### config.mk
export PLATFORM = sky130hd
export DESIGN_NAME = cqf_top
export DESIGN_NICKNAME = d
export VERILOG_FILES = /design/src/hw/cqf_pkg.sv /design/src/hw/cqf_top.sv /design/src/hw/cqf_sync2.sv /design/src/hw/cqf_noise_filter.sv
export SDC_FILE = /design/constraint.sdc
export NUM_CORES = 1
export LEC_CHECK = 0
export ABC_AREA = 1
export ABC_CLOCK_PERIOD_IN_PS = 1000
export BUFFER_PORTS_ARGS = -buffer_cell sky130_fd_sc_hd__buf_4
export CORE_MARGIN = 2
export CORE_UTILIZATION = 48
export CTS_BUF_LIST = sky130_fd_sc_hd__clkbuf_4
export DETAILED_ROUTE_END_ITERATION = 8
export PLACE_DENSITY = 0.79
export SLEW_MARGIN = 40
export SYNTH_ARGS = -nofsm -noshare
export SYNTH_HDL_FRONTEND = slang
export SYNTH_HIERARCHICAL = 1
export SYNTH_SLANG_ARGS = --single-unit
### constraint.sdc
create_clock -name SYS_CLK_I -period 1 [get_ports SYS_CLK_I]
set_input_delay 0.05 -clock SYS_CLK_I [delete_from_list [all_inputs] [get_ports SYS_CLK_I]]
set_output_delay 0.05 -clock SYS_CLK_I [all_outputs]
set_load 0.02 [all_outputs]
### src/hw/cqf_pkg.sv
// Constants shared by the capture flag and filter control block.
// Assumes a single 125 MHz system clock and an APB register bus.
// Functional notes
// - Three enable bits route each capture input through its noise filter.
// - Flag bit 2 sets on channel 2 capture or reload; it is its request.
// - In capture mode flag bit 1 sets on channel 1 capture or reload.
// - In quadrature mode flag bit 1 sets on direction change when enabled.
// - Flag bit 0 is one bit; its meaning follows the operating mode.
// - In capture mode flag bit 0 sets on channel 0 capture or reload.
// - In quadrature free counting, bit 0 sets on counter overflow or underflow.
// - In quadrature compare counting, bit 0 sets on max-to-zero or zero-to-max wrap.
package cqf_pkg;
   localparam int NUM_CH = 3;
   localparam int APB_DW = 32;
   localparam int APB_AW = 8;

   // Register byte offsets
   localparam logic [7:0] OFS_FLAGS = 8'h00;
   localparam logic [7:0] OFS_MODE = 8'h04;
   localparam logic [7:0] OFS_IRQ_MASK = 8'h08;
   localparam logic [7:0] OFS_IRQ_STAT = 8'h0c;

   // Field positions in the flag register
   localparam int FLAG_LSB = 0;
   localparam int FEN_LSB = 3;
   // Field positions in the mode register
   localparam int MODE_QUAD = 0;
   localparam int MODE_CMP = 1;
   localparam int MODE_DIR_IE = 2;

   // Reset values
   localparam logic [2:0] FLAGS_RST = 3'h0;
   localparam logic [2:0] FEN_RST = 3'h0;
   localparam logic [2:0] MODE_RST = 3'h0;
   localparam logic [2:0] MASK_RST = 3'h0;

   // Noise filter: an input must hold its new level this long to pass
   localparam int CLK_PERIOD_NS = 8;
   localparam int FILTER_TIME_NS = 32;
   localparam int FILTER_CYCLES = (FILTER_TIME_NS + CLK_PERIOD_NS - 1) / CLK_PERIOD_NS;
   localparam logic [2:0] FILTER_LAST = 3'(FILTER_CYCLES - 1);

   typedef enum logic [1:0] {
      CQF_SEL_FLAGS,
      CQF_SEL_MODE,
      CQF_SEL_MASK,
      CQF_SEL_STAT
   } cqf_sel_t;
endpackage

### src/hw/cqf_top.sv
// Capture and quadrature flag control with input noise filters.
// Assumes capture, reload and counter events are one-cycle pulses on
// SYS_CLK_I, direction is a level on SYS_CLK_I, capture pins are async.
`timescale 1ns/1ns
module cqf_top
   import cqf_pkg::*;
(
   // Clock and reset
   input wire logic SYS_CLK_I,
   input wire logic RESET_N_I,
   // APB slave
   input wire logic PSEL_I,
   input wire logic PENABLE_I,
   input wire logic PWRITE_I,
   input wire logic [APB_AW-1:0] PADDR_I,
   input wire logic [APB_DW-1:0] PWDATA_I,
   output logic [APB_DW-1:0] PRDATA_O,
   output logic PREADY_O,
   output logic PSLVERR_O,
   // Capture input pins and filtered levels
   input wire logic [NUM_CH-1:0] CAP_PIN_I,
   output logic [NUM_CH-1:0] CAP_FILT_O,
   // Capture engine events
   input wire logic [NUM_CH-1:0] CAP_EVENT_I,
   input wire logic [NUM_CH-1:0] RELOAD_EVENT_I,
   // Quadrature decoder events
   input wire logic CNT_OVERFLOW_I,
   input wire logic CNT_UNDERFLOW_I,
   input wire logic CNT_WRAP_MAX_TO_ZERO_I,
   input wire logic CNT_WRAP_ZERO_TO_MAX_I,
   input wire logic DIRECTION_I,
   // Flags and interrupt
   output logic [NUM_CH-1:0] FLAG_O,
   output logic IRQ_O
);
   typedef struct packed {
      logic [2:0] fen;
      logic [2:0] flags;
      logic quad;
      logic cmp;
      logic dir_ie;
      logic [2:0] mask;
      logic [2:0] istat;
      logic dir_q;
      logic [APB_DW-1:0] prdata;
   } cqf_st_t;

   cqf_st_t st;
   cqf_st_t next_st;

   logic [NUM_CH-1:0] pin_sync;
   logic [NUM_CH-1:0] pin_filt;
   logic [2:0] set_ev;
   logic setup_ph;
   logic access_ph;
   logic hit;
   logic wr_en;
   logic dir_chg;
   cqf_sel_t sel;

   // Address decode shared by read and write paths
   function automatic logic addr_valid(input logic [APB_AW-1:0] a);
      return (a == OFS_FLAGS) || (a == OFS_MODE) ||
         (a == OFS_IRQ_MASK) || (a == OFS_IRQ_STAT);
   endfunction

   function automatic cqf_sel_t addr_sel(input logic [APB_AW-1:0] a);
      cqf_sel_t s;
      s = CQF_SEL_FLAGS;
      if (a == OFS_MODE) begin
         s = CQF_SEL_MODE;
      end else if (a == OFS_IRQ_MASK) begin
         s = CQF_SEL_MASK;
      end else if (a == OFS_IRQ_STAT) begin
         s = CQF_SEL_STAT;
      end
      return s;
   endfunction

   // Per-channel synchroniser and optional noise filter
   generate
      for (genvar ch = 0; ch < NUM_CH; ch++) begin : g_chan
         cqf_sync2 u_sync (
            .clk_i(SYS_CLK_I),
            .reset_n_i(RESET_N_I),
            .d_i(CAP_PIN_I[ch]),
            .q_o(pin_sync[ch])
         );
         cqf_noise_filter u_filt (
            .clk_i(SYS_CLK_I),
            .reset_n_i(RESET_N_I),
            .en_i(st.fen[ch]),
            .d_i(pin_sync[ch]),
            .q_o(pin_filt[ch])
         );
      end
   endgenerate

   assign setup_ph = PSEL_I && !PENABLE_I;
   assign access_ph = PSEL_I && PENABLE_I;
   assign hit = addr_valid(PADDR_I);
   assign sel = addr_sel(PADDR_I);
   assign wr_en = access_ph && PWRITE_I && hit;

   // Direction indication changed since last cycle
   assign dir_chg = DIRECTION_I != st.dir_q;

   // Hardware set sources per flag bit
   always_comb begin
      // Bit 0 is shared: its source follows the mode
      if (st.quad) begin
         if (st.cmp) begin
            set_ev[0] = CNT_WRAP_MAX_TO_ZERO_I || CNT_WRAP_ZERO_TO_MAX_I;
         end else begin
            set_ev[0] = CNT_OVERFLOW_I || CNT_UNDERFLOW_I;
         end
      end else begin
         set_ev[0] = CAP_EVENT_I[0] || RELOAD_EVENT_I[0];
      end
      if (st.quad) begin
         set_ev[1] = dir_chg && st.dir_ie;
      end else begin
         set_ev[1] = CAP_EVENT_I[1] || RELOAD_EVENT_I[1];
      end
      set_ev[2] = CAP_EVENT_I[2] || RELOAD_EVENT_I[2];
   end

   always_comb begin
      next_st = st;
      next_st.dir_q = DIRECTION_I;
      // Flags stay set until software writes zero; a set wins
      next_st.flags = st.flags | set_ev;
      next_st.istat = st.istat | set_ev;
      if (wr_en) begin
         unique case (sel)
            CQF_SEL_FLAGS: begin
               next_st.fen = PWDATA_I[FEN_LSB +: 3];
               next_st.flags = (st.flags & PWDATA_I[FLAG_LSB +: 3]) | set_ev;
            end
            CQF_SEL_MODE: begin
               next_st.quad = PWDATA_I[MODE_QUAD];
               next_st.cmp = PWDATA_I[MODE_CMP];
               next_st.dir_ie = PWDATA_I[MODE_DIR_IE];
            end
            CQF_SEL_MASK: begin
               next_st.mask = PWDATA_I[2:0];
            end
            CQF_SEL_STAT: begin
               next_st.istat = (st.istat & ~PWDATA_I[2:0]) | set_ev;
            end
         endcase
      end
      // Read data is captured in the setup cycle
      if (setup_ph) begin
         next_st.prdata = '0;
         if (!PWRITE_I && hit) begin
            unique case (sel)
               CQF_SEL_FLAGS: begin
                  next_st.prdata[FEN_LSB +: 3] = st.fen;
                  next_st.prdata[FLAG_LSB +: 3] = st.flags;
               end
               CQF_SEL_MODE: begin
                  next_st.prdata[MODE_QUAD] = st.quad;
                  next_st.prdata[MODE_CMP] = st.cmp;
                  next_st.prdata[MODE_DIR_IE] = st.dir_ie;
               end
               CQF_SEL_MASK: begin
                  next_st.prdata[2:0] = st.mask;
               end
               CQF_SEL_STAT: begin
                  next_st.prdata[2:0] = st.istat;
               end
            endcase
         end
      end
   end

   always_ff @(posedge SYS_CLK_I or negedge RESET_N_I) begin
      if (!RESET_N_I) begin
         st.fen <= FEN_RST;
         st.flags <= FLAGS_RST;
         st.quad <= MODE_RST[MODE_QUAD];
         st.cmp <= MODE_RST[MODE_CMP];
         st.dir_ie <= MODE_RST[MODE_DIR_IE];
         st.mask <= MASK_RST;
         st.istat <= FLAGS_RST;
         st.dir_q <= 1'b0;
         st.prdata <= '0;
      end else begin
         st <= next_st;
      end
   end

   // No wait states: answer in the first access phase cycle
   assign PREADY_O = access_ph;
   assign PSLVERR_O = access_ph && !hit;
   assign PRDATA_O = st.prdata;
   assign CAP_FILT_O = pin_filt;
   assign FLAG_O = st.flags;
   assign IRQ_O = |(st.istat & st.mask);
endmodule

### src/hw/cqf_sync2.sv
// Two-stage synchroniser for one asynchronous pin level.
// Assumes the pin may change at any time relative to the clock.
`timescale 1ns/1ns
module cqf_sync2
   import cqf_pkg::*;
(
   // Clock and reset
   input wire logic clk_i,
   input wire logic reset_n_i,
   // Data
   input wire logic d_i,
   output logic q_o
);
   typedef struct packed {
      logic meta;
      logic sync;
   } cqf_sync_st_t;

   cqf_sync_st_t st;
   cqf_sync_st_t next_st;

   always_comb begin
      next_st.meta = d_i;
      next_st.sync = st.meta;
   end

   always_ff @(posedge clk_i or negedge reset_n_i) begin
      if (!reset_n_i) begin
         st <= '0;
      end else begin
         st <= next_st;
      end
   end

   assign q_o = st.sync;
endmodule

### src/hw/cqf_noise_filter.sv
// Noise filter for one synchronised capture input.
// Assumes the input is already in the system clock domain.
`timescale 1ns/1ns
module cqf_noise_filter
   import cqf_pkg::*;
(
   // Clock and reset
   input wire logic clk_i,
   input wire logic reset_n_i,
   // Control
   input wire logic en_i,
   // Data
   input wire logic d_i,
   output logic q_o
);
   typedef struct packed {
      logic q;
      logic [2:0] cnt;
   } cqf_filt_st_t;

   cqf_filt_st_t st;
   cqf_filt_st_t next_st;

   always_comb begin
      next_st = st;
      if (!en_i) begin
         next_st.q = d_i;
         next_st.cnt = 3'h0;
      end else if (d_i == st.q) begin
         next_st.cnt = 3'h0;
      end else if (st.cnt == FILTER_LAST) begin
         // Level held long enough: accept it
         next_st.q = d_i;
         next_st.cnt = 3'h0;
      end else begin
         next_st.cnt = st.cnt + 3'h1;
      end
   end

   always_ff @(posedge clk_i or negedge reset_n_i) begin
      if (!reset_n_i) begin
         st <= '0;
      end else begin
         st <= next_st;
      end
   end

   assign q_o = st.q;
endmodule

# Word level (Yosys, flattened, before mapping)
# Cells that the tools add are included.
[op_classes]
muxes = 29
bitwise_logic = 8
reduce_logical = 27
n_addsub = 3
eq_ne = 19
[op_table]
columns = ["operator", "count"]
rows = [
  ["$mux 3", 11],
  ["$eq 8x4->1 const B", 2],
  ["$mux 12", 1],
  ["$mux 4", 3],
  ["$or 3x3->3", 4],
  ["$pmux 3 s4", 1],
  ["$reduce_and 2->1", 6],
  ["$add 3x1->3 const B", 3],
  ["$and 3x3->3", 3],
  ["$eq 3x2->1 const B", 3],
  ["$mux 1", 9],
  ["$eq 8x3->1 const B", 1],
  ["$logic_not 8->1", 1],
  ["$logic_or 1x1->1", 8],
  ["$logic_and 1x1->1", 7],
  ["$mux 2", 3],
  ["$mux 6", 1],
  ["$ne 2x1->1 const B", 3],
  ["$ne 2x2->1 const B", 3],
  ["$eq 2x2->1 const B", 2],
  ["$eq 1x1->1", 3],
  ["$logic_not 1->1", 3],
  ["$not 3->3", 1],
  ["$reduce_or 3->1", 1],
  ["3 further kinds", 3],
]
[word_totals]
in_bits = 59
output_inout_bits = 41
elab_cells = 107
regBits = 40

# Depth between registers and ports, before layout
# Gate-level depths: netlist of run 1.
[depth]
word_depth = 7
ltp_mapped = 9
mapped_depth_nobuf = 9

# Modules after synthesis
# The synthesis of run 1 kept the hierarchy.
[by_module_without_submodules]
columns = ["module", "cells_per_inst", "seq_area_each_um2", "area_each_um2", "n_inst"]
rows = [
  ["cqf_top", 191, 550.5, 1437.6, 1],
  ["cqf_noise_filter (g_chan[1].u_filt ...)", 24, 100.1, 191.4, 2],
  ["cqf_noise_filter (g_chan[0].u_filt)", 23, 100.1, 183.9, 1],
  ["cqf_sync2", 2, 50.0, 50.0, 3],
]

# Worst setup path before layout of run 1
# No wires, ideal clock.
[synth_path]
path_kind = "in2reg"
from = "in PADDR_I[7]"
to = "reg st[36] (netlist name)"
stages = 7
required_ns = 0.924
setup_slack_ns = 0.062
n_path_buf = 0
setup_time_ns = 0.076
t_arrival_ns = 0.862
path_cell_list = "nor2_2 nand2_2 nor2_8 nand2_4 nor3_4 nand2_1 o21ai_1"
[synth_between]
elab_chain_cells = 6
[synth_lines]
columns = ["item", "line", "rtl"]
rows = [
  ["from (decl)", "cqf_top.sv:15", "input wire logic [APB_AW-1:0] PADDR_I,"],
  ["$eq 8x4->1, or another cell as far along", "cqf_top.sv:64, cqf_top.sv:74", ""],
  ["$mux 2 or $logic_or 1x1->1 (tied branches)", "cqf_top.sv:74, cqf_top.sv:63", ""],
  ["$mux 2 or $logic_or 1x1->1 (tied branches)", "cqf_top.sv:72, cqf_top.sv:63", ""],
  ["$mux 2 or $logic_or 1x1->1 (tied branches)", "cqf_top.sv:70, cqf_top.sv:64", ""],
  ["$eq 2x2->1 or $logic_and 1x1->1 (tied branches)", "cqf_top.sv:135, cqf_top.sv:103", ""],
  ["$reduce_and 2->1 (no line) (*)", "n/a", ""],
  ["to (signal assigned)", "cqf_top.sv:190", "st <= next_st;"],
  ["to (decl)", "cqf_top.sv:48", "cqf_st_t st;"],
]
# Every way passes the cells marked *; elsewhere a longest branch is shown, timed or not.
# A chain may end at the register's enable or synchronous reset.

# Final worst setup path of run 1
[layout_path]
from = "reg st[34] (netlist name)"
to = "out IRQ_O"
[layout_between]
elab_chain_cells = 2
[layout_lines]
columns = ["item", "line", "rtl"]
rows = [
  ["$and 3x3->3", "cqf_top.sv:200", "assign IRQ_O = |(st.istat & st.mask);"],
  ["$reduce_or 3->1", "cqf_top.sv:200", ""],
  ["to (decl)", "cqf_top.sv:34", "output logic IRQ_O"],
]
# Every way passes these cells.

==> results.md, run 1 <==
Hold path:
- The startpoint identified for the worst hold timing path is CAP_EVENT_I[1].
- The depth of the worst hold-timing path is 5.
- For hold timing, the worst endpoint is st[34]$_DFF_PN0_.
- The class of the tightest hold or removal check is in -> reg.

Critical path:
- The critical path goes through inv_1 > o221ai_2 > buf_4.
- The source of the worst register-to-register timing path is g_chan[2].u_filt/st[0]$_DFF_PN0_.
- The sort of element at the end of the critical path is an output port.
- The register-to-register setup slack is -0.02 ns.
- The family of cells with the greatest summed delay on the critical path is flip-flops.
- Counting cells, the worst reg-to-reg path comes to 4.
- The terminus of the critical flop-to-flop path is g_chan[2].u_filt/st[0]$_DFF_PN0_.
- The critical path buffer and inverter count is 2.
- The kind of launch point of the worst setup path is a register.
- On the worst path, the slowest cell contributes a delay of around 0.37 ns.
- STA puts the critical path data required time at around 0.95 ns.
- The critical path is of the reg -> out type.
- Of all nets on the critical path, the largest fanout is 2.
- The worst endpoint data arrival time is around 1.1 ns.
- In this run the worst setup path begins at st[34]$_DFF_PN0_.
- The critical-path cell with the highest stage delay is sky130_fd_sc_hd__dfrtp_1.

STA:
- Setup violations remaining at the end of the flow were counted as 2.
- Setup repair after global routing could not meet its margin everywhere.
- The fmax is 875.8 MHz.
- In the finished design, the share of the clock period the worst path needs comes to 114.2%.
- The number of hold-slack violations in the final timing report is 0.
- Setup slack on the critical path of the routed design comes to -0.1419 ns.
- The clock period minus final worst setup slack is roughly 1.1 ns.
- The summed negative setup slack over all endpoints is -0.1631 ns.
- The max-slew violation count is 0.
- The largest clock skew in the final design is 0.01070 ns.

Die:
- The area of the die is 5040 um^2.
- The standard cell core area is ~4300 um^2.
- The die is approximately 71 um tall.
- Once the floorplan was initialized, standard cells occupied between 40% and 50% of the core.
- The width of the chip is 71.00 um.
- 100 I/O pins were placed.
- Row generation in the floorplan step produced 24 rows.

Final layout:
- The final standard cell count with taps included and fillers excluded is around 410.
- The number of nets in the layout is 415.
- The share of final-layout standard cells stronger than drive strength 1 is 34.56%.
- The growth of design area from synthesis to finish is 34.32%.
- The layout has 361 filler cells.
- The total inserted antenna cells is 0.

GRT:
- The number of antenna violations at the first check in global routing is 0.
- The via count of the first global-routing pass is about 1700.
- For this run, the total global-route usage over all layers was measured as 18.24%.
- The largest net degree at the start of global routing is 41.
- The remaining global-route overflow is 0.
- The first global-routing pass estimated around 7 mm of wire.

Placement:
- After detailed placement, the design holds a cell count of approximately 370.
- The count of input and output buffers is 47.
- At the placement stage, the worst setup path has a slack of -0.1199 ns.
- The final weighted congestion of routability-driven global placement is between 0.8 and 0.9.
- The post-DP HPWL is around 3.3 mm.

Detailed routing:
- In this run, the number of DRC markers left after iteration 0 of detailed routing was around 110.
- After detailed routing, the number of remaining DRC violations is 0.
- For this block, the routed nets add up to 4.645 mm of wire.
- The routed length per instance is ~11 um.
- In the routed layout, each cell is associated on average with a via count of 4.649.
- The first-pass iteration count of the detailed router is 4.
- The vias after detailed routing is approximately 1900.
- In this run the remaining antenna-violating nets after routing total 0.

Clock network:
- The clock insertion delay at the later pin of the skew report is around 0.34 ns.
- The clock-pin transition on the worst setup and hold timing paths is around 0.10 ns.
- The CTS tree is built.
- The CTS H-tree depth is 2.
- The maximum buffer depth of the clock tree is 2.
- The number of sinks driven by the clock tree is 40.
- The clock buffer count from CTS is 5.
- The clock root buffer master is sky130_fd_sc_hd__clkbuf_4.

Synthesis:
- The mean instance size in the synthesized netlist is roughly 8 um^2.
- The netlist area before placement is around 2200 um^2.
- In this run, synthesis produced a sequential element count of 40.
- After synthesis, the netlist uses 23 different library cells.
- The sequential cell area fraction in the yosys report is roughly 46%.
- Counting every instance in the synthesized netlist gives about 270.
- The number of warnings issued by yosys is 6.

Pwr:
- The leakage power is 0.001599 uW.
- The worst-case IR drop observed on VDD is roughly 0.00074 V.
- The power per cell area is 1388 nW/um^2.

Run:
- The number of maximum-capacitance constraint violations is 0.

Run status:
- The run finished, with violations left.
- The final reports fail on negative setup slack.
-- synthesized netlist by cell type, drive strengths merged --
cell / count / area share [%]
o221ai: 1 / 0.41
dfrtp: 40 / 46
conb: 1 / 0.17
buf: 36 / 12
nor3: 6 / 2.1
o31ai: 1 / 0.35
nand2: 71 / 13
a21oi: 5 / 1.2
nor2: 29 / 6.4
ha: 3 / 1.7
nand3: 14 / 3.3
nand4: 4 / 1.2
inv: 36 / 6.3
o21ai: 21 / 4.9
-- where the power goes --
part	internal, uW	total, uW	switching (uW)
registers	1800	1960	152
clock network	286	756	470
logic	630	1300	674
total	2720	4020	1300
-- worst max-delay path by stage --
stage                                      to  slack, ns  depth (start not counted)
after floorplan            st[36]$_DFFE_PN0P_       0.06                          7
after global placement    FLAG_O[1]$_DFF_PN0_      -0.10                          4
after detailed placement  FLAG_O[1]$_DFF_PN0_      -0.12                          4
after CTS                               IRQ_O      -0.17                          3
after global routing                    IRQ_O      -0.22                          3
final                                   IRQ_O      -0.14                          3
-- logic make-up (layout without fill, tap and decap cells) --
kind of cell,count (synthesis),in the layout,synth area share [%]
buffers and inverters,72,132,18.70
DFF,40,40,46.46
AOI/OAI and AO/OA,28,28,6.794
and+or+nand+nor,124,124,26.13
adders and majority gates,3,3,1.742
other,1,26,0.1740
-- worst reg2reg max path: stages (launching register included) --
cell,delay (ns)
sky130_fd_sc_hd__dfrtp_1,0.43
sky130_fd_sc_hd__ha_4,0.18
sky130_fd_sc_hd__a21oi_1,0.17
sky130_fd_sc_hd__nand2_1,0.10
sky130_fd_sc_hd__nor2_2,0.09
-- state kept, by name, summed over array words and instances (netlist names) --
register / cells
st: 13
g_chan.u_filt/st: 9
PRDATA_O: 6
FLAG_O: 3
g_chan.u_filt/q_o: 3
g_chan.u_sync/next_st: 3
g_chan.u_sync/q_o: 3
-- layer usage --
| layer | track usage, % | vias to the layer above | routed length [um] |
|---|---|---|---|
| met4 | 8.595 | 0 | 97 |
| met5 | 0 | - | 0 |
| met3 | 3.276 | 8 | 228 |
| met2 | 30.11 | 60 | 2451 |
| li1 | - | 945 | - |
| met1 | 23.33 | 870 | 1867 |
-- cells in the final DEF, fill, tap and decap left out, types with 2 or more instances in the layout --
cell and n:
sky130_fd_sc_hd__buf_4 71, sky130_fd_sc_hd__nand2_1 58, sky130_fd_sc_hd__dfrtp_1 40, sky130_fd_sc_hd__inv_1 29
sky130_fd_sc_hd__conb_1 26, sky130_fd_sc_hd__nor2_1 20, sky130_fd_sc_hd__nand3_1 13, sky130_fd_sc_hd__dlygate4sd3_1 13
sky130_fd_sc_hd__nand2_2 12, sky130_fd_sc_hd__o21ai_0 11, sky130_fd_sc_hd__o21ai_1 9, sky130_fd_sc_hd__nor2_2 8
sky130_fd_sc_hd__inv_2 7, sky130_fd_sc_hd__clkbuf_4 6, sky130_fd_sc_hd__buf_6 5, sky130_fd_sc_hd__a21oi_1 4
sky130_fd_sc_hd__nand4_1 4, sky130_fd_sc_hd__nor3_1 3, sky130_fd_sc_hd__nor3_2 2, sky130_fd_sc_hd__ha_4 2
-- what timing repair did --
action | CTS | global route
hold endpoints to repair | 56 | 0
endpoints found under the setup margin | 8 | 27
pin swaps | 7 | 10
hold buffers | 13 | 0
setup buffers | 5 | 12
gates resized for setup | 8 | 27
-- cell type report --
cell class | instances | area (um^2) | area share (%)
Sequential cell | 40 | 1001 | 34.59
Multi-Input combinational cell | 181 | 923.4 | 31.91
Timing Repair Buffer | 89 | 719.4 | 24.86
Inverter | 36 | 135.1 | 4.669
Tap cell | 52 | 65.06 | 2.248
Clock buffer | 6 | 45.04 | 1.556
Clock inverter | 1 | 5.005 | 0.1729
-- metrics by stage --
step	util [%]	hold slack [ns]	area [um^2]	power, uW
4_1_cts	62.85	0.03354	2718	3767
3_3_place_gp	57.55	0.05207	2489	2852
6_report	66.93	0.03594	2894	4017
3_5_place_dp	57.55	0.05447	2489	2887
5_1_grt	66.93	0.03803	2894	4299
2_1_floorplan	-	-0.2456	2248	2607
Note: power is estimated with default switching activity, not from simulation.
==> inputs of run 2 (changes only) <==
--- a/config.mk
+++ b/config.mk
@@ -8,7 +8,7 @@
 export ABC_AREA = 1
 export ABC_CLOCK_PERIOD_IN_PS = 1000
 export BUFFER_PORTS_ARGS = -buffer_cell sky130_fd_sc_hd__buf_4
-export CORE_MARGIN = 2
+export CORE_MARGIN = 5
 export CORE_UTILIZATION = 48
 export CTS_BUF_LIST = sky130_fd_sc_hd__clkbuf_4
 export DETAILED_ROUTE_END_ITERATION = 8
==> constraint.sdc (replaced) <==
create_clock -name SYS_CLK_I -period 1 [get_ports SYS_CLK_I]
set_input_delay 0.1 -clock SYS_CLK_I [delete_from_list [all_inputs] [get_ports SYS_CLK_I]]
set_output_delay 0.1 -clock SYS_CLK_I [all_outputs]
set_load 0.02 [all_outputs]
==> run 2 against run 1 <==
  * The flow still finishes with violations (negative setup slack)
  * Combinational power is 13% higher
  * First-iteration DRC count shrank 29%
  * Routed wire length is 13% higher
  * Maximum frequency shrank 5.4%
  * Worst setup slack got worse by 0.065 ns
  * Power grew 4.9%
  * Die area grew 18%
  * Cell count grew 2.0%
  * Sequential cell count stayed put
  * Sequential power is essentially flat
  * Global-route usage fell by 0.70 points
  * Clock skew fell by 0.0022 ns
==> results.md, run 2 (synthesized netlist as in run 1, its figures left out) <==
Run status:
- The run finished, with violations left.
- The final reports fail on negative setup slack.

Critical path:
- The type of the setup path with the least slack is reg -> out.
- The register-to-register setup slack is 0 ns (+0.02 ns).
- The biggest cell delay along the critical path was 0.43 ns (+0.06 ns).
- The signal on the critical path passes through nand2_1 > o221ai_2 > buf_4.
- The kind of launch point of the worst setup path is a register.
- The largest fanout of any net on the critical path is 3 (+1).
- The worst endpoint data arrival time came to 1.11 ns (+0.02 ns).
- The worst register-to-register path begins at g_chan[0].u_filt/st[0]$_DFF_PN0_.
- For this design, the slowest cell found on the critical path is sky130_fd_sc_hd__dfrtp_1.
- The worst path required time is 0.90 ns (-0.05 ns).
- The terminus of the critical flop-to-flop path is g_chan[0].u_filt/q_o$_DFFE_PN0P_.
- The depth of the worst register-to-register path came to 7 (+3).
- The sort of element at the end of the critical path is an output port.

Detailed routing:
- The total detailed-routing wirelength is 5.236 mm (+13%).
- The vias after detailed routing is 1926 (+2.3%).
- The first-pass iteration count of the detailed router came to 4 (unchanged).
- The routed length per instance is 12.68 um (+11%).
- The average vias per placed instance was 4.663 (+0.30%).
- The post-route DRC violation count is 0 (unchanged).
- The number of design-rule violations left by the first detailed-router iteration is 80 (-29%).
- The number of nets with antenna violations after detailed routing is 0 (unchanged).

STA:
- Setup repair after global routing could not meet its margin everywhere.
- For the pin with the worst max-slew slack, the measured transition is 0.5027 ns.
- The largest clock skew in the final design is 0.008487 ns (-0.002213 ns).
- The final-report setup violation count is 6 (+4).
- The part of the cycle the worst path needs was 120.7% (+6.5 points).
- The summed negative setup slack over all endpoints is -0.2553 ns (-0.09223 ns).
- The max-slew violation count is 0 (unchanged).
- The worst pin sits at a relative slew slack of around two thirds.
- The fmax is 828.4 MHz (-5.4%).
- The clock period minus final worst setup slack was 1.207 ns (+0.06534 ns).
- The setup slack of the critical path after layout is -0.2072 ns (-0.06534 ns).
- The number of hold-slack violations in the final timing report is 0 (unchanged).

Final layout:
- The share of final-layout standard cells stronger than drive strength 1 came to 37.95% (+3.4 points).
- The final design area excluding fillers is 3027 um^2 (+4.6%).
- The total inserted antenna cells was 0 (unchanged).
- The growth of design area from synthesis to finish is 40.48%.
- The number of nets in the layout is 422 (+1.7%).
- Leaving out fill and tap cells, the most frequent cell in the layout is sky130_fd_sc_hd__buf_4.
- The flip-flop count of the largest register, all copies and words added is 13 (unchanged).
- The library cells used most frequently in the layout, excluding fill and tap cells, are sky130_fd_sc_hd__buf_4 (67), sky130_fd_sc_hd__nand2_1 (52), sky130_fd_sc_hd__dfrtp_1 (40).
- The most flop-heavy register is st.

Placement:
- The post-place setup slack is -0.1904 ns (-0.07050 ns).
- The post-DP HPWL is 3.709 mm (+13%).
- The count of input and output buffers is 47 (unchanged).
- The instance area at placement came to 2539 um^2 (+2.0%).
- The final weighted congestion of routability-driven global placement is 0.8894 (+0.91%).

Die:
- The number of standard-cell rows in the floorplan is 24 (unchanged).
- The width of the chip is 77.00 um (+8.5%).
- The die extent in y came to 77.00 um (+8.5%).
- The area of the die was 5928 um^2 (+18%).
- The standard cell core area is 4354 um^2 (+0.69%).
- The effective utilization at floorplan is 49.48% (-0.34 points).
- The I/O pin total came to 100 (unchanged).

Hold path:
- The path with the worst hold slack has its endpoint at st[34]$_DFF_PN0_.
- The depth of the worst hold-timing path is 5 (unchanged).
- The hold path startpoint is CAP_EVENT_I[1].
- The path class of the tightest hold or removal check is in -> reg.

GRT:
- The number of antenna violations at the first check in global routing is 0 (unchanged).
- The via count of the first global-routing pass is 1894 (+9.6%).
- The met3 layer usage reported by global route is 3.162% (-0.11 points).
- The met2 track demand over resource in global routing is 31.07% (+0.96 points).
- The remaining global-route overflow is 0 (unchanged).
- The largest net degree at the start of global routing is 41 (unchanged).
- After global routing, the most crowded layer is met2.
- The first-pass GRT wire length was 8.493 mm (+18%).
- The global routing usage summed across all routing layers is 17.54% (-0.70 points).
- The met1 demand-to-capacity share in global routing is 20.97% (-2.4 points).

Clock network:
- The clock insertion delay at the later pin of the skew report is 0.35 ns (about the same).
- The CTS H-tree depth is 2 (unchanged).
- TritonCTS built the clock tree.
- The clock-pin transition on the worst setup and hold timing paths is 0.11 ns (about the same).
- The clock buffer count from CTS is 5 (unchanged).
- The clock root buffer master is sky130_fd_sc_hd__clkbuf_4.
- The maximum buffer depth of the clock tree is 2 (unchanged).
- The number of sinks driven by the clock tree is 40 (unchanged).

Pwr:
- The leakage power is 0.001648 uW (+3.0%).
- The power per cell area came to 1392 nW/um^2 (+0.26%).
- The maximum VDD drop is 0.0006368 V (-14%).

Run:
- The number of maximum-capacitance constraint violations was 0 (unchanged).
-- run 2: cell count changes in the layout (fill, tap and decap cells not counted), sizes merged --
cell      previous run  this run
buf                 76        83
clkinvlp             0         1
-- run 2: how the worst max path moves through the flow --
stage                     depth (start not counted)               start                      end  slack, ns
final                                             3  st[38]$_DFFE_PN0P_                    IRQ_O      -0.21
after CTS                                         3    st[34]$_DFF_PN0_                    IRQ_O      -0.24
after global routing                              3  st[37]$_DFFE_PN0P_                    IRQ_O      -0.29
after detailed placement                          8          PADDR_I[7]       st[38]$_DFFE_PN0P_      -0.19
after floorplan                                   7          PADDR_I[7]       st[36]$_DFFE_PN0P_       0.01
after global placement                            9          PADDR_I[5]  PRDATA_O[1]$_DFFE_PN0P_      -0.15
-- run 2: area by class of cell --
type,instances,area [um^2]
Clock buffer,6,45.04
Clock inverter,2,11.26
Fill cell,350,1328
Inverter,36,135.1
Multi-Input combinational cell,181,947.2
Sequential cell,40,1001
Tap cell,52,65.06
Timing Repair Buffer,96,822.0
-- run 2: timing repair --
item,in CTS,in global routing
hold buffers,13,0
endpoints found under the setup margin,19,30
hold endpoints to repair,54,0
resized for setup,25,29
buffers inserted,16,4
pin swaps,6,19
-- run 2: critical path, delay by kind of cell, from the launching register on --
family / cells / cell delay (ns)
flip-flops: 1 / 0.43
buffers and inverters: 1 / 0.16
AND/OR/NAND/NOR: 1 / 0.10
AO/OA/AOI/OAI: 1 / 0.08
-- run 2: routing by layer --
layer / part of all wire, % / vias up
met5: 0 / -
met4: 1.8 / 0
met3: 5.8 / 8
met2: 53 / 56
met1: 39 / 903
li1: - / 959
-- run 2: where the power goes --
part	switching (uW)	leakage (uW)	total [uW]	internal [uW]
Combinational	735	0.00116	1470	735
Clock	512	0.0000293	807	295
Sequential	131	0.000455	1940	1800
Total	1380	0.00165	4210	2830
-- run 2: per-stage QoR --
| step | std cells | hold WS, ns | utilization, % | power (uW) |
|---|---|---|---|---|
| 2_1_floorplan | 293 | -0.1956 | - | 2607 |
| 3_3_place_gp | 373 | 0.1013 | 58.30 | 2867 |
| 3_5_place_dp | 373 | 0.1064 | 58.30 | 2917 |
| 4_1_cts | 410 | 0.04667 | 66.95 | 4045 |
| 5_1_grt | 413 | 0.08682 | 69.51 | 4498 |
| 6_report | 413 | 0.06756 | 69.51 | 4212 |
